**src/logic/loopback_cfg.svh**
```systemverilog
// constants for the traffic channel test loopback
`ifndef LOOPBACK_CFG_SVH
`define LOOPBACK_CFG_SVH
// ----------------------------------------
// frame widths and control link service point
// ----------------------------------------
`define FR_BITS      9'h104
`define EFR_BITS     9'h0F4
`define HR_BITS      9'h070
`define MAX_BITS     260
`define FILL_BITS    35
`define CTL_LINK_SERVICE_POINT     3'h0
// ----------------------------------------
// register offsets and fields
// ----------------------------------------
`define OFF_CTRL     12'h000
`define OFF_STATUS   12'h004
`define OFF_LOOPED   12'h008
`define OFF_ZEROED   12'h00C
`define CTRL_DEACT   0
`define CTRL_AUDIO   1
`define CTRL_ACS_LO  2
`define CTRL_ACS_HI  4
`define ACS_RESET    3'h1
`endif

```
**src/logic/loopback_pkg.sv**
```systemverilog
// types of the traffic channel test loopback
package loopback_pkg;
  typedef enum logic [2:0] {
    CH_FULL, CH_ENH, CH_HALF, CH_AFULL, CH_AHALF, CH_WFULL, CH_OWFULL, CH_OWHALF
  } chanKind_t;

  typedef enum logic [3:0] {
    RX_SPEECH, RX_BAD, RX_USER, RX_STEAL, RX_REFRESH, RX_START, RX_START_ONE,
    RX_START_TWO, RX_INH_START, RX_INH_REFRESH, RX_ONSET, RX_NODATA,
    RX_ROBUST, RX_MARKER, RX_PAYLOAD
  } rxType_t;

  typedef struct packed {
    logic         valid;
    rxType_t      rxType;
    logic         badFrameFlag;
    logic [1:0]   mode;
    logic [8:0]   width;
    logic [259:0] data;
  } dlFrame_t;

  typedef struct packed {
    logic         valid;
    logic [259:0] data;
    logic [8:0]   width;
    logic [1:0]   modeInd;
    logic [1:0]   modeReq;
    logic         goodClass;
  } ulFrame_t;

  typedef struct packed {
    logic         valid;
    chanKind_t    chan;
    logic [2:0]   link_service_point;
    logic         ackMode;
  } order_t;

  typedef struct packed {
    logic         loopClosed;
    logic         audioTest;
    chanKind_t    chan;
    logic [2:0]   acsCount;
    logic [1:0]   modeCmd;
    logic [1:0]   prevMode;
    logic [8:0]   prevWidth;
    logic         pendZero;
    logic         pendData;
    logic [34:0]  pendBits;
    logic         dlReady;
    ulFrame_t     ul;
    logic         confirm;
    logic         robustEn;
    logic         pready;
    logic         pslverr;
    logic [31:0]  prdata;
    logic [15:0]  looped;
    logic [15:0]  zeroed;
    logic         remSync1;
    logic         remSync2;
  } state_t;
endpackage

```
**src/logic/voice_loopback.sv**
```systemverilog
// traffic channel test loopback with apb control
`timescale 1ns/100ps
`default_nettype none
`include "loopback_cfg.svh"

// Contract
// - loop close orders are taken only from control path, service point zero, acknowledged
// - deactivate on deactivation command, power off or subscriber module removal
// - traffic loop and digital audio test never active together
// - ignore close order if no traffic channel active or a loop already closed
// - otherwise close loop on the named channel and return a confirmation
// - closed loop passes good voice and user data frames uplink
// - fixed widths 260 full, 112 half, 244 enhanced
// - adaptive width equals decoded mode payload, decoder data fed directly
// - bad voice frame becomes all-zero uplink frame
// - non-adaptive signalling steal gives no uplink frame, signalling keeps going
// - with several codec modes ignore mode commands, use looped frame mode
// - no mode requests; indication and request carry looped frame mode
// - empty, robust, noise start and refresh frames reuse previous uplink mode
// - adaptive uplink frames always carry good voice class
// - valid noise refresh: first 35 bits, rest zero
// - half rate noise refresh gives zero frame then parameter frame
// - erased noise refresh gives zero frame, two on half rate
// - closed loop disables robust signalling and its acknowledgment
// - valid robust frame first 35 bits; half rate marker zero, then data
// - erased robust frame gives zero frame, two on half rate; code gives two on CH_AHALF only, one on CH_OWHALF
// - onset, start, empty, inhibited frames become all-zero frames
module voice_loopback
  import loopback_pkg::*;
(
  input  wire logic        clk,
  input  wire logic        nrst,
  input  wire logic        psel,
  input  wire logic        penable,
  input  wire logic        pwrite,
  input  wire logic [11:0] paddr,
  input  wire logic [31:0] pwdata,
  output logic [31:0]      prdata,
  output logic             pready,
  output logic             pslverr,
  input  wire order_t      order,
  input  wire logic        openOrder,
  input  wire logic        powerOff,
  input  wire logic        moduleRemovedPin,
  input  wire logic        trafficActive,
  input  wire logic        modeCmdValid,
  input  wire logic [1:0]  modeCmd,
  input  wire dlFrame_t    dl,
  output logic             dlReady,
  output ulFrame_t         ul,
  output logic             loopCloseConfirm,
  output logic             loopClosed,
  output logic             audioTestActive,
  output logic             robustSignallingEnable
);
  state_t s_q;
  state_t s_d;
  logic   orderOk;
  logic   deact;
  logic   adaptive;
  logic   halfAdp;
  logic   reuseMode;
  logic   take;
  logic   apbDone;

  // ----------------------------------------
  // next state
  // ----------------------------------------
  always_comb begin
    s_d = s_q;
    s_d.remSync1 = moduleRemovedPin;
    s_d.remSync2 = s_q.remSync1;
    s_d.confirm = 1'b0;
    s_d.ul.valid = 1'b0;
    adaptive = (s_q.chan >= CH_AFULL);
    halfAdp = (s_q.chan == CH_AHALF) || (s_q.chan == CH_OWHALF);
    apbDone = psel && penable && !s_q.pready;
    deact = openOrder || powerOff || s_q.remSync2 ||
            (apbDone && pwrite && paddr == `OFF_CTRL && pwdata[`CTRL_DEACT]);
    orderOk = order.valid && order.link_service_point == `CTL_LINK_SERVICE_POINT && order.ackMode &&
              trafficActive && !s_q.loopClosed && !s_q.audioTest;
    take = s_q.loopClosed && dl.valid && s_q.dlReady;
    reuseMode = 1'b0;
    // mode commands only steer a single-mode set
    if (modeCmdValid && s_q.acsCount <= 3'h1) begin
      s_d.modeCmd = modeCmd;
    end
    // ----------------------------------------
    // loop control
    // ----------------------------------------
    if (deact) begin
      s_d.loopClosed = 1'b0;
      s_d.audioTest = 1'b0;
      s_d.pendZero = 1'b0;
      s_d.pendData = 1'b0;
    end else if (orderOk) begin
      s_d.loopClosed = 1'b1;
      s_d.chan = order.chan;
      s_d.confirm = 1'b1;
    end
    s_d.robustEn = !s_d.loopClosed;
    // ----------------------------------------
    // frame path
    // ----------------------------------------
    if (s_q.loopClosed && !deact && (s_q.pendZero || s_q.pendData)) begin
      s_d.ul.valid = 1'b1;
      s_d.ul.data = '0;
      if (s_q.pendData) begin
        s_d.ul.data[`FILL_BITS-1:0] = s_q.pendBits;
      end
      s_d.pendZero = 1'b0;
      s_d.pendData = 1'b0;
    end else if (take && !deact) begin
      s_d.ul.valid = 1'b1;
      s_d.ul.data = '0;
      s_d.ul.goodClass = 1'b1;
      case (dl.rxType)
        RX_SPEECH, RX_USER, RX_ONSET: reuseMode = 1'b0;
        RX_BAD: reuseMode = 1'b0;
        default: reuseMode = adaptive;
      endcase
      if (!adaptive) begin
        case (s_q.chan)
          CH_ENH: s_d.ul.width = `EFR_BITS;
          CH_HALF: s_d.ul.width = `HR_BITS;
          default: s_d.ul.width = `FR_BITS;
        endcase
      end else if (reuseMode) begin
        s_d.ul.width = s_q.prevWidth;
      end else begin
        s_d.ul.width = dl.width;
      end
      if (reuseMode) begin
        s_d.ul.modeInd = s_q.prevMode;
      end else if (s_q.acsCount > 3'h1) begin
        s_d.ul.modeInd = dl.mode;
      end else begin
        s_d.ul.modeInd = s_q.modeCmd;
      end
      s_d.ul.modeReq = s_d.ul.modeInd;
      case (dl.rxType)
        RX_SPEECH, RX_USER: begin
          for (int i = 0; i < `MAX_BITS; i++) begin
            s_d.ul.data[i] = dl.data[i] && (i < int'(s_d.ul.width));
          end
        end
        RX_STEAL: s_d.ul.valid = adaptive;
        RX_REFRESH, RX_ROBUST: begin
          if (dl.badFrameFlag && dl.rxType == RX_REFRESH) begin
            s_d.pendZero = halfAdp;
          end else if (dl.badFrameFlag) begin
            s_d.pendZero = (s_q.chan == CH_AHALF);
          end else if (halfAdp && dl.rxType == RX_REFRESH) begin
            s_d.pendData = 1'b1;
            s_d.pendBits = dl.data[`FILL_BITS-1:0];
          end else begin
            s_d.ul.data[`FILL_BITS-1:0] = dl.data[`FILL_BITS-1:0];
          end
        end
        RX_PAYLOAD: begin
          if (!dl.badFrameFlag) begin
            s_d.ul.data[`FILL_BITS-1:0] = dl.data[`FILL_BITS-1:0];
          end
        end
        RX_BAD: s_d.ul.data = '0;
        default: s_d.ul.data = '0;
      endcase
    end
    if (s_d.ul.valid) begin
      s_d.prevMode = s_d.ul.modeInd;
      s_d.prevWidth = s_d.ul.width;
      if (s_d.ul.data == '0) begin
        s_d.zeroed = s_q.zeroed + 16'h0001;
      end else begin
        s_d.looped = s_q.looped + 16'h0001;
      end
    end
    s_d.dlReady = !(s_d.pendZero || s_d.pendData);
    // ----------------------------------------
    // apb slave
    // ----------------------------------------
    s_d.pready = apbDone;
    s_d.pslverr = 1'b0;
    s_d.prdata = 32'h0000_0000;
    if (apbDone) begin
      case (paddr)
        `OFF_CTRL: begin
          if (pwrite) begin
            s_d.acsCount = pwdata[`CTRL_ACS_HI:`CTRL_ACS_LO];
            if (!pwdata[`CTRL_AUDIO] || deact) begin
              s_d.audioTest = 1'b0;
            end else if (!s_q.loopClosed && !orderOk) begin
              s_d.audioTest = 1'b1;
            end
          end
          s_d.prdata = {27'h0, s_q.acsCount, s_q.audioTest, 1'b0};
        end
        `OFF_STATUS: s_d.prdata = {24'h0, s_q.robustEn, s_q.prevMode, s_q.chan,
                                   s_q.audioTest, s_q.loopClosed};
        `OFF_LOOPED: s_d.prdata = {16'h0, s_q.looped};
        `OFF_ZEROED: s_d.prdata = {16'h0, s_q.zeroed};
        default: s_d.pslverr = 1'b1;
      endcase
    end
  end

  // ----------------------------------------
  // state register
  // ----------------------------------------
  always_ff @(posedge clk) begin
    if (!nrst) begin
      s_q <= '0;
      s_q.acsCount <= `ACS_RESET;
      s_q.robustEn <= 1'b1;
      s_q.dlReady <= 1'b1;
      s_q.chan <= CH_FULL;
    end else begin
      s_q <= s_d;
    end
  end

  assign prdata = s_q.prdata;
  assign pready = s_q.pready;
  assign pslverr = s_q.pslverr;
  assign dlReady = s_q.dlReady;
  assign ul = s_q.ul;
  assign loopCloseConfirm = s_q.confirm;
  assign loopClosed = s_q.loopClosed;
  assign audioTestActive = s_q.audioTest;
  assign robustSignallingEnable = s_q.robustEn;

  // ----------------------------------------
  // checks
  // ----------------------------------------
  property p_confirmCause;
    @(posedge clk) disable iff (!nrst)
    loopCloseConfirm |-> $past(order.valid) && $past(order.link_service_point) == 3'h0 && $past(trafficActive);
  endproperty
  a_confirmCause: assert property (p_confirmCause)
    else $error("confirm without a valid order");

  property p_ignoreClosed;
    @(posedge clk) disable iff (!nrst)
    loopClosed && order.valid |=> !loopCloseConfirm;
  endproperty
  a_ignoreClosed: assert property (p_ignoreClosed)
    else $error("order taken while loop closed");

  property p_closeConfirm;
    @(posedge clk) disable iff (!nrst)
    orderOk && !deact |=> loopClosed && loopCloseConfirm;
  endproperty
  a_closeConfirm: assert property (p_closeConfirm)
    else $error("accepted order did not close loop");

  property p_exclusive;
    @(posedge clk) disable iff (!nrst)
    !(loopClosed && audioTestActive);
  endproperty
  a_exclusive: assert property (p_exclusive)
    else $error("loop and audio test both active");

  property p_powerOff;
    @(posedge clk) disable iff (!nrst)
    powerOff |=> !loopClosed ##1 !loopClosed || $past(orderOk);
  endproperty
  a_powerOff: assert property (p_powerOff)
    else $error("power off did not open loop");

  property p_badZero;
    @(posedge clk) disable iff (!nrst)
    take && !deact && dl.rxType == RX_BAD |=> ul.valid && ul.data == '0 && ul.goodClass;
  endproperty
  a_badZero: assert property (p_badZero)
    else $error("bad frame not zeroed");

  property p_halfWidth;
    @(posedge clk) disable iff (!nrst)
    take && s_q.chan == CH_HALF && dl.rxType == RX_SPEECH |=> ul.width == 9'h070;
  endproperty
  a_halfWidth: assert property (p_halfWidth)
    else $error("half rate width wrong");

  property p_modeReq;
    @(posedge clk) disable iff (!nrst)
    ul.valid |-> ul.modeReq == ul.modeInd;
  endproperty
  a_modeReq: assert property (p_modeReq)
    else $error("mode request differs from indication");

  property p_robustOff;
    @(posedge clk) disable iff (!nrst)
    loopClosed |-> !robustSignallingEnable;
  endproperty
  a_robustOff: assert property (p_robustOff)
    else $error("robust signalling enabled while closed");

  property p_halfRefresh;
    @(posedge clk) disable iff (!nrst)
    take && !deact && s_q.chan == CH_AHALF && dl.rxType == RX_REFRESH && !dl.badFrameFlag
      |=> ul.valid && ul.data == '0 && !dlReady ##1 ul.valid && dlReady;
  endproperty
  a_halfRefresh: assert property (p_halfRefresh)
    else $error("half rate refresh pair wrong");

  property p_fill;
    @(posedge clk) disable iff (!nrst)
    take && !deact && adaptive && dl.rxType == RX_PAYLOAD && !dl.badFrameFlag
      |=> ul.data[259:35] == '0 && ul.data[34:0] == $past(dl.data[34:0]);
  endproperty
  a_fill: assert property (p_fill)
    else $error("robust payload placement wrong");

  property p_goodClass;
    @(posedge clk) disable iff (!nrst)
    ul.valid && adaptive |-> ul.goodClass;
  endproperty
  a_goodClass: assert property (p_goodClass)
    else $error("adaptive uplink frame not good class");

  property p_onsetZero;
    @(posedge clk) disable iff (!nrst)
    take && !deact && dl.rxType == RX_ONSET |=> ul.valid && ul.data == '0;
  endproperty
  a_onsetZero: assert property (p_onsetZero)
    else $error("onset frame not zeroed");

  property p_refreshFill;
    @(posedge clk) disable iff (!nrst)
    take && !deact && !halfAdp && dl.rxType == RX_REFRESH && !dl.badFrameFlag
      |=> ul.data[259:35] == '0 && ul.data[34:0] == $past(dl.data[34:0]);
  endproperty
  a_refreshFill: assert property (p_refreshFill)
    else $error("noise refresh placement wrong");

  property p_erasedRobust;
    @(posedge clk) disable iff (!nrst)
    take && !deact && s_q.chan == CH_AHALF && dl.rxType == RX_ROBUST && dl.badFrameFlag
      |=> ul.valid && ul.data == '0 ##1 ul.valid && ul.data == '0;
  endproperty
  a_erasedRobust: assert property (p_erasedRobust)
    else $error("erased robust frame not two zero frames");

  property p_adaptWidth;
    @(posedge clk) disable iff (!nrst)
    take && !deact && adaptive && (dl.rxType == RX_SPEECH || dl.rxType == RX_ONSET)
      |=> ul.width == $past(dl.width);
  endproperty
  a_adaptWidth: assert property (p_adaptWidth)
    else $error("adaptive width differs from decoded width");

  property p_reuseMode;
    @(posedge clk) disable iff (!nrst)
    take && !deact && adaptive && dl.rxType inside {RX_NODATA, RX_START, RX_REFRESH, RX_ROBUST}
      |=> ul.modeInd == $past(s_q.prevMode);
  endproperty
  a_reuseMode: assert property (p_reuseMode)
    else $error("mode of previous uplink frame not reused");

  property p_fixedWidth;
    @(posedge clk) disable iff (!nrst)
    take && !deact && s_q.chan == CH_ENH |=> ul.width == `EFR_BITS;
  endproperty
  a_fixedWidth: assert property (p_fixedWidth)
    else $error("enhanced full rate width wrong");

  property p_bitsPass;
    @(posedge clk) disable iff (!nrst)
    take && !deact && s_q.chan == CH_FULL && dl.rxType == RX_SPEECH |=> ul.data == $past(dl.data);
  endproperty
  a_bitsPass: assert property (p_bitsPass)
    else $error("full rate voice bits not passed");

  property p_modeMulti;
    @(posedge clk) disable iff (!nrst)
    take && !deact && adaptive && s_q.acsCount > 3'h1 && dl.rxType == RX_SPEECH
      |=> ul.modeInd == $past(dl.mode);
  endproperty
  a_modeMulti: assert property (p_modeMulti)
    else $error("uplink mode differs from decoded mode");
endmodule
`default_nettype wire

```
**config.mk**
```make
export PLATFORM = sky130hd
export DESIGN_NAME = voice_loopback
export DESIGN_NICKNAME = d
export VERILOG_FILES = /design/src/logic/loopback_pkg.sv /design/src/logic/voice_loopback.sv
export VERILOG_INCLUDE_DIRS = /design/src /design/src/logic
export SDC_FILE = /design/constraint.sdc
export NUM_CORES = 1
export LEC_CHECK = 0
export BUFFER_PORTS_ARGS = -buffer_cell sky130_fd_sc_hd__buf_2
export CORE_AREA = 2 2 252 254
export DETAILED_ROUTE_END_ITERATION = 8
export DIE_AREA = 0 0 254 256
export HOLD_SLACK_MARGIN = 0.05
export PLACE_DENSITY = 0.69
export SLEW_MARGIN = 20
export SYNTH_ARGS = -nofsm -noshare
export SYNTH_HDL_FRONTEND = slang
export SYNTH_SLANG_ARGS = --single-unit
```
**constraint.sdc**
```tcl
create_clock -name clk -period 5.9 [get_ports clk]
set_input_delay 1.18 -clock clk [delete_from_list [all_inputs] [get_ports clk]]
set_output_delay 1.18 -clock clk [all_outputs]
set_load 0.01 [all_outputs]
```
==> flow_summary_export.csv, run 1 <==
group,metric,value,unit
die,dieArea,65000,um2
global_route,grt_max_degree,100,
placed_design,hpwl,111,mm
worst_setup_path,rr_startpoint,"s_q[400]",
power_and_ir_drop,irDropWorstVdd,0.196,mV
route,wirelength,140,mm
yosys,async_reset_ff_share,0,%
global_route,grt_pass1_wl,190,mm
layout,nets,3872,
die,initial_utilization,36.7,%
yosys,syn_area_per_cell,7.77,um2
hold_path,hold_start,"s_d[0]",
hold_path,hold_class,"reg2reg",
global_route,grt_antenna_before_repair,26,
die,die-height,256,um
global_route,grt-ovfl-total,0,
yosys,synth_seq_cells,388,
timing,setup_viol,1,
yosys,synth.distinct_cells,114,
route,drt_first_pass_iters,6,
timing,slew_headroom,11.0,%
clock_network,numCtsBuffers,45,
clock_network,path_clk_slew,70,ps
route,ant_nets,0,
timing,worstMarginPinSlew,1330,ps
timing,fin_crit,5900,ps
worst_setup_path,r2r_setup_slack,70,ps
clock_network,htreeDepth,2,
timing,timing.setup.tns,-4.35,ps
yosys,synthAdderAreaFrac,0.109,%
worst_setup_path,path_max_fanout,18,
worst_setup_path,cp_slowest_stage_delay,1010,ps
clock_network,clock_path_buffers,3,
placed_design,place.gp.congestion,1.09,
hold_path,hold_depth,1,
worst_setup_path,critPathCaptureType,"flip-flop",
yosys,synthCells,2951,
layout,largest_reg_flops,275,
power_and_ir_drop,power_leakage,12.3,nW
yosys,yosys.area_share.simple,22.8,%
die,num_rows,92,
die,core,62400,um2
route,via_count,27400,
timing,timing.final.crit_share,100,%
power_and_ir_drop,total_power,5.91,mW
yosys,synth_compound_area_share,26.1,%
timing,worst_slack,-4.35,ps
global_route,grtUsageTotal,40.9,%
yosys,synth_mux_area_share,1.85,%
worst_setup_path,worstReg2RegEnd,"s_q[13]",
die,die_w,254,um
worst_setup_path,path_cells,"buf_2 -> mux2_4 -> buf_12 -> nor2_2 -> buf_4 -> o32ai_1 -> buf_4 -> nor2_1 -> a21oi_1 -> o21ai_0 -> nor4_1 -> nand4_1 -> nor4_4 -> buf_4 -> buf_4 -> a211oi_1 -> a21oi_1 -> a31o_2",
clock_network,cts_tree,"done",
worst_setup_path,crit_family,"compound AO/OA/AOI/OAI gates",
worst_setup_path,critical_path_arrival,6380,ps
die,ioPinCount,655,
clock_network,clock-sinks,388,
worst_setup_path,worst_path_most_repeated_cell,"buf_4",
yosys,synth_xor_area_share,0.453,%
route,wl_per_cell,31.6,um
timing,slew_viol_final,0,
yosys,ys.flop_type,"dfxtp_1",
worst_setup_path,cp.required,6380,ps
layout,syn_to_final_growth,26.0,%
route,viasPerCell,6.20,
layout,final_area,28900,um2
worst_setup_path,crit_cells,18,
yosys,synth-edff-count,0,
timing,rsz0062_at_grt,"no",
clock_network,clk_latency,600,ps
worst_setup_path,crit_slowest_cell,"nor2_1",
job,drv_cap,0,
timing,whs,427,ps
run_status,status,"finished with violations",
worst_setup_path,startpoint_type,"input port",
timing,max_clock_freq,169,MHz
power_and_ir_drop,power_density,205,nW/um2
worst_setup_path,reg2reg_depth,15,
yosys,synth-seq-area-share,33.9,%
route,drcViolationCount,0,
yosys,yosysWarnings,0,
yosys,syn_area,22900,um2
run_status,failed_checks,"setup timing",
placed_design,place_area,27400,um2
hold_path,min_to,"s_q[0]",
worst_setup_path,crit_type,"in2reg",
worst_setup_path,crit_buf_inv,6,
timing,finalHoldViolCount,0,
yosys,synth_top_family_by_area,"compound AO/OA/AOI/OAI gates",
layout,drive_above_1_share,33.6,%
placed_design,numPortBuffers,611,
route,drt_iter0_markers,4385,
timing,finalClockSkew,25.8,ps
global_route,grt_pass1_vias,25200,
clock_network,cts_root_buffer,"clkbuf_16",
cells by family (layout without fill, tap and decap cells):
kind of cell,Yosys count,after routing
buffers and inverters,556,1148
XOR/XNOR,11,11
adder cells (fa/ha/maj),2,2
AO/OA/AOI/OAI,890,890
other,1,34
multiplexers,36,36
AND/OR/NAND/NOR,1067,1067
flip-flops,388,388
cell usage in the layout, fill, tap and decap left out, types with 14 or more instances in the layout:
cell type | synthesis | routed
a21oi_1 | 259 | 259
and3_1 | 17 | 17
or2_2 | 17 | 18
a211oi_1 | 26 | 26
diode_2 | 0 | 18
nand4_1 | 62 | 62
a31oi_1 | 30 | 30
a22oi_1 | 73 | 73
nand2b_1 | 14 | 14
clkbuf_16 | 0 | 45
nor2b_1 | 35 | 35
o21a_1 | 16 | 15
or3_1 | 15 | 15
buf_12 | 0 | 25
o211ai_1 | 65 | 65
buf_4 | 317 | 390
nor2_1 | 242 | 241
dfxtp_1 | 388 | 388
nand3_1 | 97 | 97
nor4_1 | 68 | 65
mux2i_1 | 26 | 26
o21ai_1 | 19 | 18
o21ai_0 | 151 | 150
conb_1 | 1 | 16
o31ai_1 | 24 | 24
o2111ai_1 | 14 | 14
a21boi_0 | 26 | 26
o22ai_1 | 17 | 17
nand2_1 | 344 | 342
buf_2 | 39 | 611
and2_1 | 38 | 38
nor3_1 | 50 | 47
a32oi_1 | 31 | 31
inv_1 | 45 | 44
power breakdown:
group | internal (mW) | switching (mW)
registers | 2.62 | 0.000902
clock network | 1.60 | 1.22
logic | 0.166 | 0.305
total | 4.39 | 1.52
worst max path at each step:
stage	from	end	slack (ps)
global placement	dl[273]	s_q[13]	-280
global route	s_q[401]	s_q[14]	40
floorplan	dl[273]	s_q[7]	970
finish	dl[273]	s_q[32]	-4
detailed placement	dl[273]	s_q[32]	-170
CTS	s_q[400]	s_q[13]	390
area by class of cell:
type / count / area (um2)
inverter: 46 / 174
tap: 846 / 1060
sequential: 388 / 7770
multi-input combinational: 2022 / 11900
clock buffer: 60 / 1270
timing repair buffer: 1026 / 6490
clock inverter: 16 / 155
antenna: 18 / 45.0
fill: 6416 / 33500
through the flow:
step,cells,util (%),worst slack [ps]
after CTS,4404,46.2,386
after floorplan,2966,-,968
after global placement,4327,43.9,-285
after global routing,4413,46.3,36.6
after detailed placement,4328,43.9,-166
final,4422,46.3,-4.35
worst reg2reg max path: cells and delay by family (launching register included):
| family | cells | cell delay [ps] |
|---|---|---|
| compound gates | 5 | 2140 |
| buf+inv | 2 | 480 |
| flops | 1 | 560 |
| simple gates | 8 | 2560 |
synth_stat cells, types with 8 or more instances:
cell type / count / share of area (%)
dfxtp_1: 388 / 34
a31oi_1: 30 / 0.82
nor3_1: 50 / 1.1
a32o_1: 8 / 0.35
a311oi_1: 8 / 0.31
a21oi_1: 259 / 5.7
a32oi_1: 31 / 1.2
a211oi_1: 26 / 0.85
or3_1: 15 / 0.41
mux2i_1: 26 / 1.1
o21ai_0: 151 / 3.3
buf_1: 10 / 0.16
buf_4: 317 / 10
or4_1: 11 / 0.36
and4_1: 9 / 0.34
and2_1: 38 / 1.0
o211ai_1: 65 / 2.1
nand2_1: 344 / 5.6
nand4_1: 62 / 1.7
nor2b_1: 35 / 0.96
clkbuf_1: 137 / 2.2
o2111ai_1: 14 / 0.54
nor4_1: 68 / 1.9
nand3_1: 97 / 2.1
a21boi_0: 26 / 0.85
and3_1: 17 / 0.46
or2_2: 17 / 0.46
o22ai_1: 17 / 0.46
a2111oi_0: 8 / 0.31
o21ai_1: 19 / 0.41
o31ai_1: 24 / 0.79
o21a_1: 16 / 0.52
nor2_1: 242 / 4.0
nand2b_1: 14 / 0.38
a22oi_1: 73 / 2.4
inv_1: 45 / 0.74
buf_2: 39 / 0.85
timing repair:
item                       CTS  global route
hold buffers                 0             0
resized for setup            0             1
setup buffers                0             0
setup endpoints to repair    0             1
layer usage:
layer | share of wire (%) | vias to the layer above | GRT usage, %
met5 | 0.068 | - | 0
met2 | 42 | 2243 | 60.8
met1 | 37 | 13000 | 50.2
met3 | 13 | 541 | 12.4
li1 | - | 11600 | -
met4 | 8.4 | 16 | 28.5
Power figures use the tool's default switching activity.
==> inputs of run 2 (changes only) <==
--- a/config.mk
+++ b/config.mk
@@ -12,6 +12,7 @@
 export DIE_AREA = 0 0 254 256
 export HOLD_SLACK_MARGIN = 0.05
 export PLACE_DENSITY = 0.69
+export REMOVE_ABC_BUFFERS = 1
 export SLEW_MARGIN = 20
 export SYNTH_ARGS = -nofsm -noshare
 export SYNTH_HDL_FRONTEND = slang
==> run 2 against run 1 <==
The run now ends clean. Power shrank 0.87%. Clock skew is 11 ps higher. Register-to-register slack improved by 80 ps. Largest power group unchanged. Wire length is 4.4% lower. Die area unchanged. Core utilization rose by 0.40 points. Critical path type unchanged. Combinational power is essentially flat. Flip-flop and latch count unchanged. Final area is 0.86% higher.
==> flow_summary_export.csv, run 2 (synthesis gave the netlist of run 1 again) <==
group,metric,value,unit
placed_design,place_area,27700,um2
hold_path,hold_class,"reg2reg",
worst_setup_path,rr_startpoint,"s_q[400]",
route,viasPerCell,6.09,
route,drcViolationCount,0,
timing,finalClockSkew,36.7,ps
worst_setup_path,critPathCapture,"s_q[8]",
layout,mostFrequentLayoutCell,"buf_2",
die,core,62400,um2
placed_design,dp.cells,4370,
layout,drive_above_1_share,34.2,%
clock_network,clock_path_buffers,3,
clock_network,cts_tree,"done",
route,drt_first_pass_iters,7,
die,num_rows,92,
global_route,grt_pass1_vias,25700,
route,wirelength,134,mm
die,initial_utilization,36.7,%
timing,finalHoldViolCount,0,
power_and_ir_drop,power_leakage,12.5,nW
worst_setup_path,worstReg2RegEnd,"s_q[8]",
placed_design,hpwl,107,mm
clock_network,clk_latency,590,ps
die,dieArea,65000,um2
route,drt_iter0_markers,3834,
timing,fin_crit,5770,ps
timing,worst_slack,133,ps
timing,timing.final.crit_share,97.8,%
placed_design,pre_cts_ws,-310,ps
power_and_ir_drop,p_sw,1.49,mW
timing,rsz0062_at_grt,"no",
layout,final_area,29100,um2
worst_setup_path,r2r_setup_slack,150,ps
power_and_ir_drop,p_seq_share,44.8,%
layout,final_core_util,46.7,%
power_and_ir_drop,pwr-share-clk,47.2,%
worst_setup_path,reg2reg_depth,17,
route,via_count,27100,
power_and_ir_drop,power_density,201,nW/um2
global_route,grt_max_degree,138,
worst_setup_path,critical_path_arrival,6260,ps
power_and_ir_drop,irDropWorstVdd,0.178,mV
route,ant_nets,0,
timing,setup_viol,0,
timing,slew_viol_final,0,
global_route,grt-ovfl-total,0,
clock_network,hold_buffers,0,
layout,stdcell_count,4455,
placed_design,numPortBuffers,611,
clock_network,htreeDepth,2,
power_and_ir_drop,p_comb_share,8.1,%
die,ioPinCount,655,
layout,nets,3913,
route,wl_per_cell,30.0,um
worst_setup_path,startpoint_type,"input port",
worst_setup_path,crit_type,"in2reg",
layout,syn_to_final_growth,27.1,%
clock_network,numCtsBuffers,44,
worst_setup_path,crit_start,"dl[273]",
global_route,grt_antenna_before_repair,26,
layout,largest_reg_flops,275,
layout,mostFrequentLayoutCells,"611 x buf_2, 432 x buf_4, 388 x dfxtp_1",
power_and_ir_drop,p_int,4.37,mW
run_status,status,"completed",
timing,worstMarginPinSlew,1070,ps
timing,slew_headroom,28.5,%
clock_network,cts_resized,0,
worst_setup_path,path_max_fanout,21,
worst_setup_path,critPathCaptureType,"flip-flop",
power_and_ir_drop,p_sw_share,25.4,%
job,drv_cap,0,
die,die-height,256,um
worst_setup_path,cp.required,6390,ps
clock_network,cts_root_buffer,"clkbuf_16",
placed_design,place.gp.congestion,1.04,
die,die_w,254,um
clock_network,postCtsSetupBuffers,0,
global_route,grtUsageTotal,39.6,%
layout,fill_cells,6437,
clock_network,clock-sinks,388,
global_route,grt_pass1_wl,186,mm
clock_network,path_clk_slew,60,ps
timing,max_clock_freq,173,MHz
==> run 2: changes by cell type in the layout (fill, tap and decap cells not counted), sizes merged <==
cell	previous run	this run
buf	1026	1068
clkinv	11	12
diode	18	8
clkinvlp	1	2
inv	48	47
==> run 2: how the worst min path moves through the flow <==
stage / startpoint / to / slack (ps) / cells past startpoint
final: s_d[0] / s_q[0] / 440 / 1
after global routing: s_d[0] / s_q[0] / 460 / 1
after CTS: s_d[0] / s_q[0] / 440 / 1
after detailed placement: s_d[0] / s_q[0] / 430 / 1
after global placement: s_d[0] / s_q[0] / 410 / 1
after floorplan: s_d[0] / s_q[0] / 410 / 1
==> run 2: through the flow <==
stage	TNS [ps]	total power [mW]	hold WS (ps)
CTS	0	5.85	444
detailed placement	-4370	3.13	431
global route	0	5.98	457
finish	0	5.86	441
floorplan	-258840	2.81	412
global placement	-3150	3.14	415
==> run 2: critical path, cell delays in order <==
cell and delay [ps]:
buf_2 150, mux2_4 450, buf_4 190, o211ai_1 190, a32o_1 250, buf_12 180, buf_4 150, a2111oi_0 150
a211oi_1 480, o221ai_1 170, nor4_1 550, nand3_1 280, or4_4 610, o21ai_4 190, buf_12 150, buf_4 140
nand2_4 60, or4_1 500, a21oi_1 170
==> run 2: layout make-up <==
class                   instances  area [um2]  share of cell area [%]
well taps                     846        1060                    3.63
multi-input cells            2022       11900                    40.9
clock buffers                  60        1250                    4.30
repair buffers               1068        6800                    23.3
diodes                          8        20.0                  0.0687
flip-flops and latches        388        7770                    26.7
inverters                      46         174                   0.597
clock inverters                17         151                   0.520
==> run 2: power by group through the flow <==
stage	combinational, mW	clock (mW)	sequential (mW)
2_1_floorplan	0.130	0	2.68
3_3_place_gp	0.456	0	2.68
3_5_place_dp	0.454	0	2.68
4_1_cts	0.456	2.77	2.62
5_1_grt	0.485	2.87	2.62
6_report	0.473	2.76	2.62
==> run 2: routing by layer <==
| layer | up-vias | wire [um] | GRT usage, % |
|---|---|---|---|
| li1 | 11700 | - | - |
| met1 | 13000 | 52000 | 50.1 |
| met2 | 1905 | 55700 | 58.6 |
| met3 | 485 | 17000 | 13.8 |
| met4 | 30 | 8730 | 21.5 |
| met5 | - | 197 | 0 |
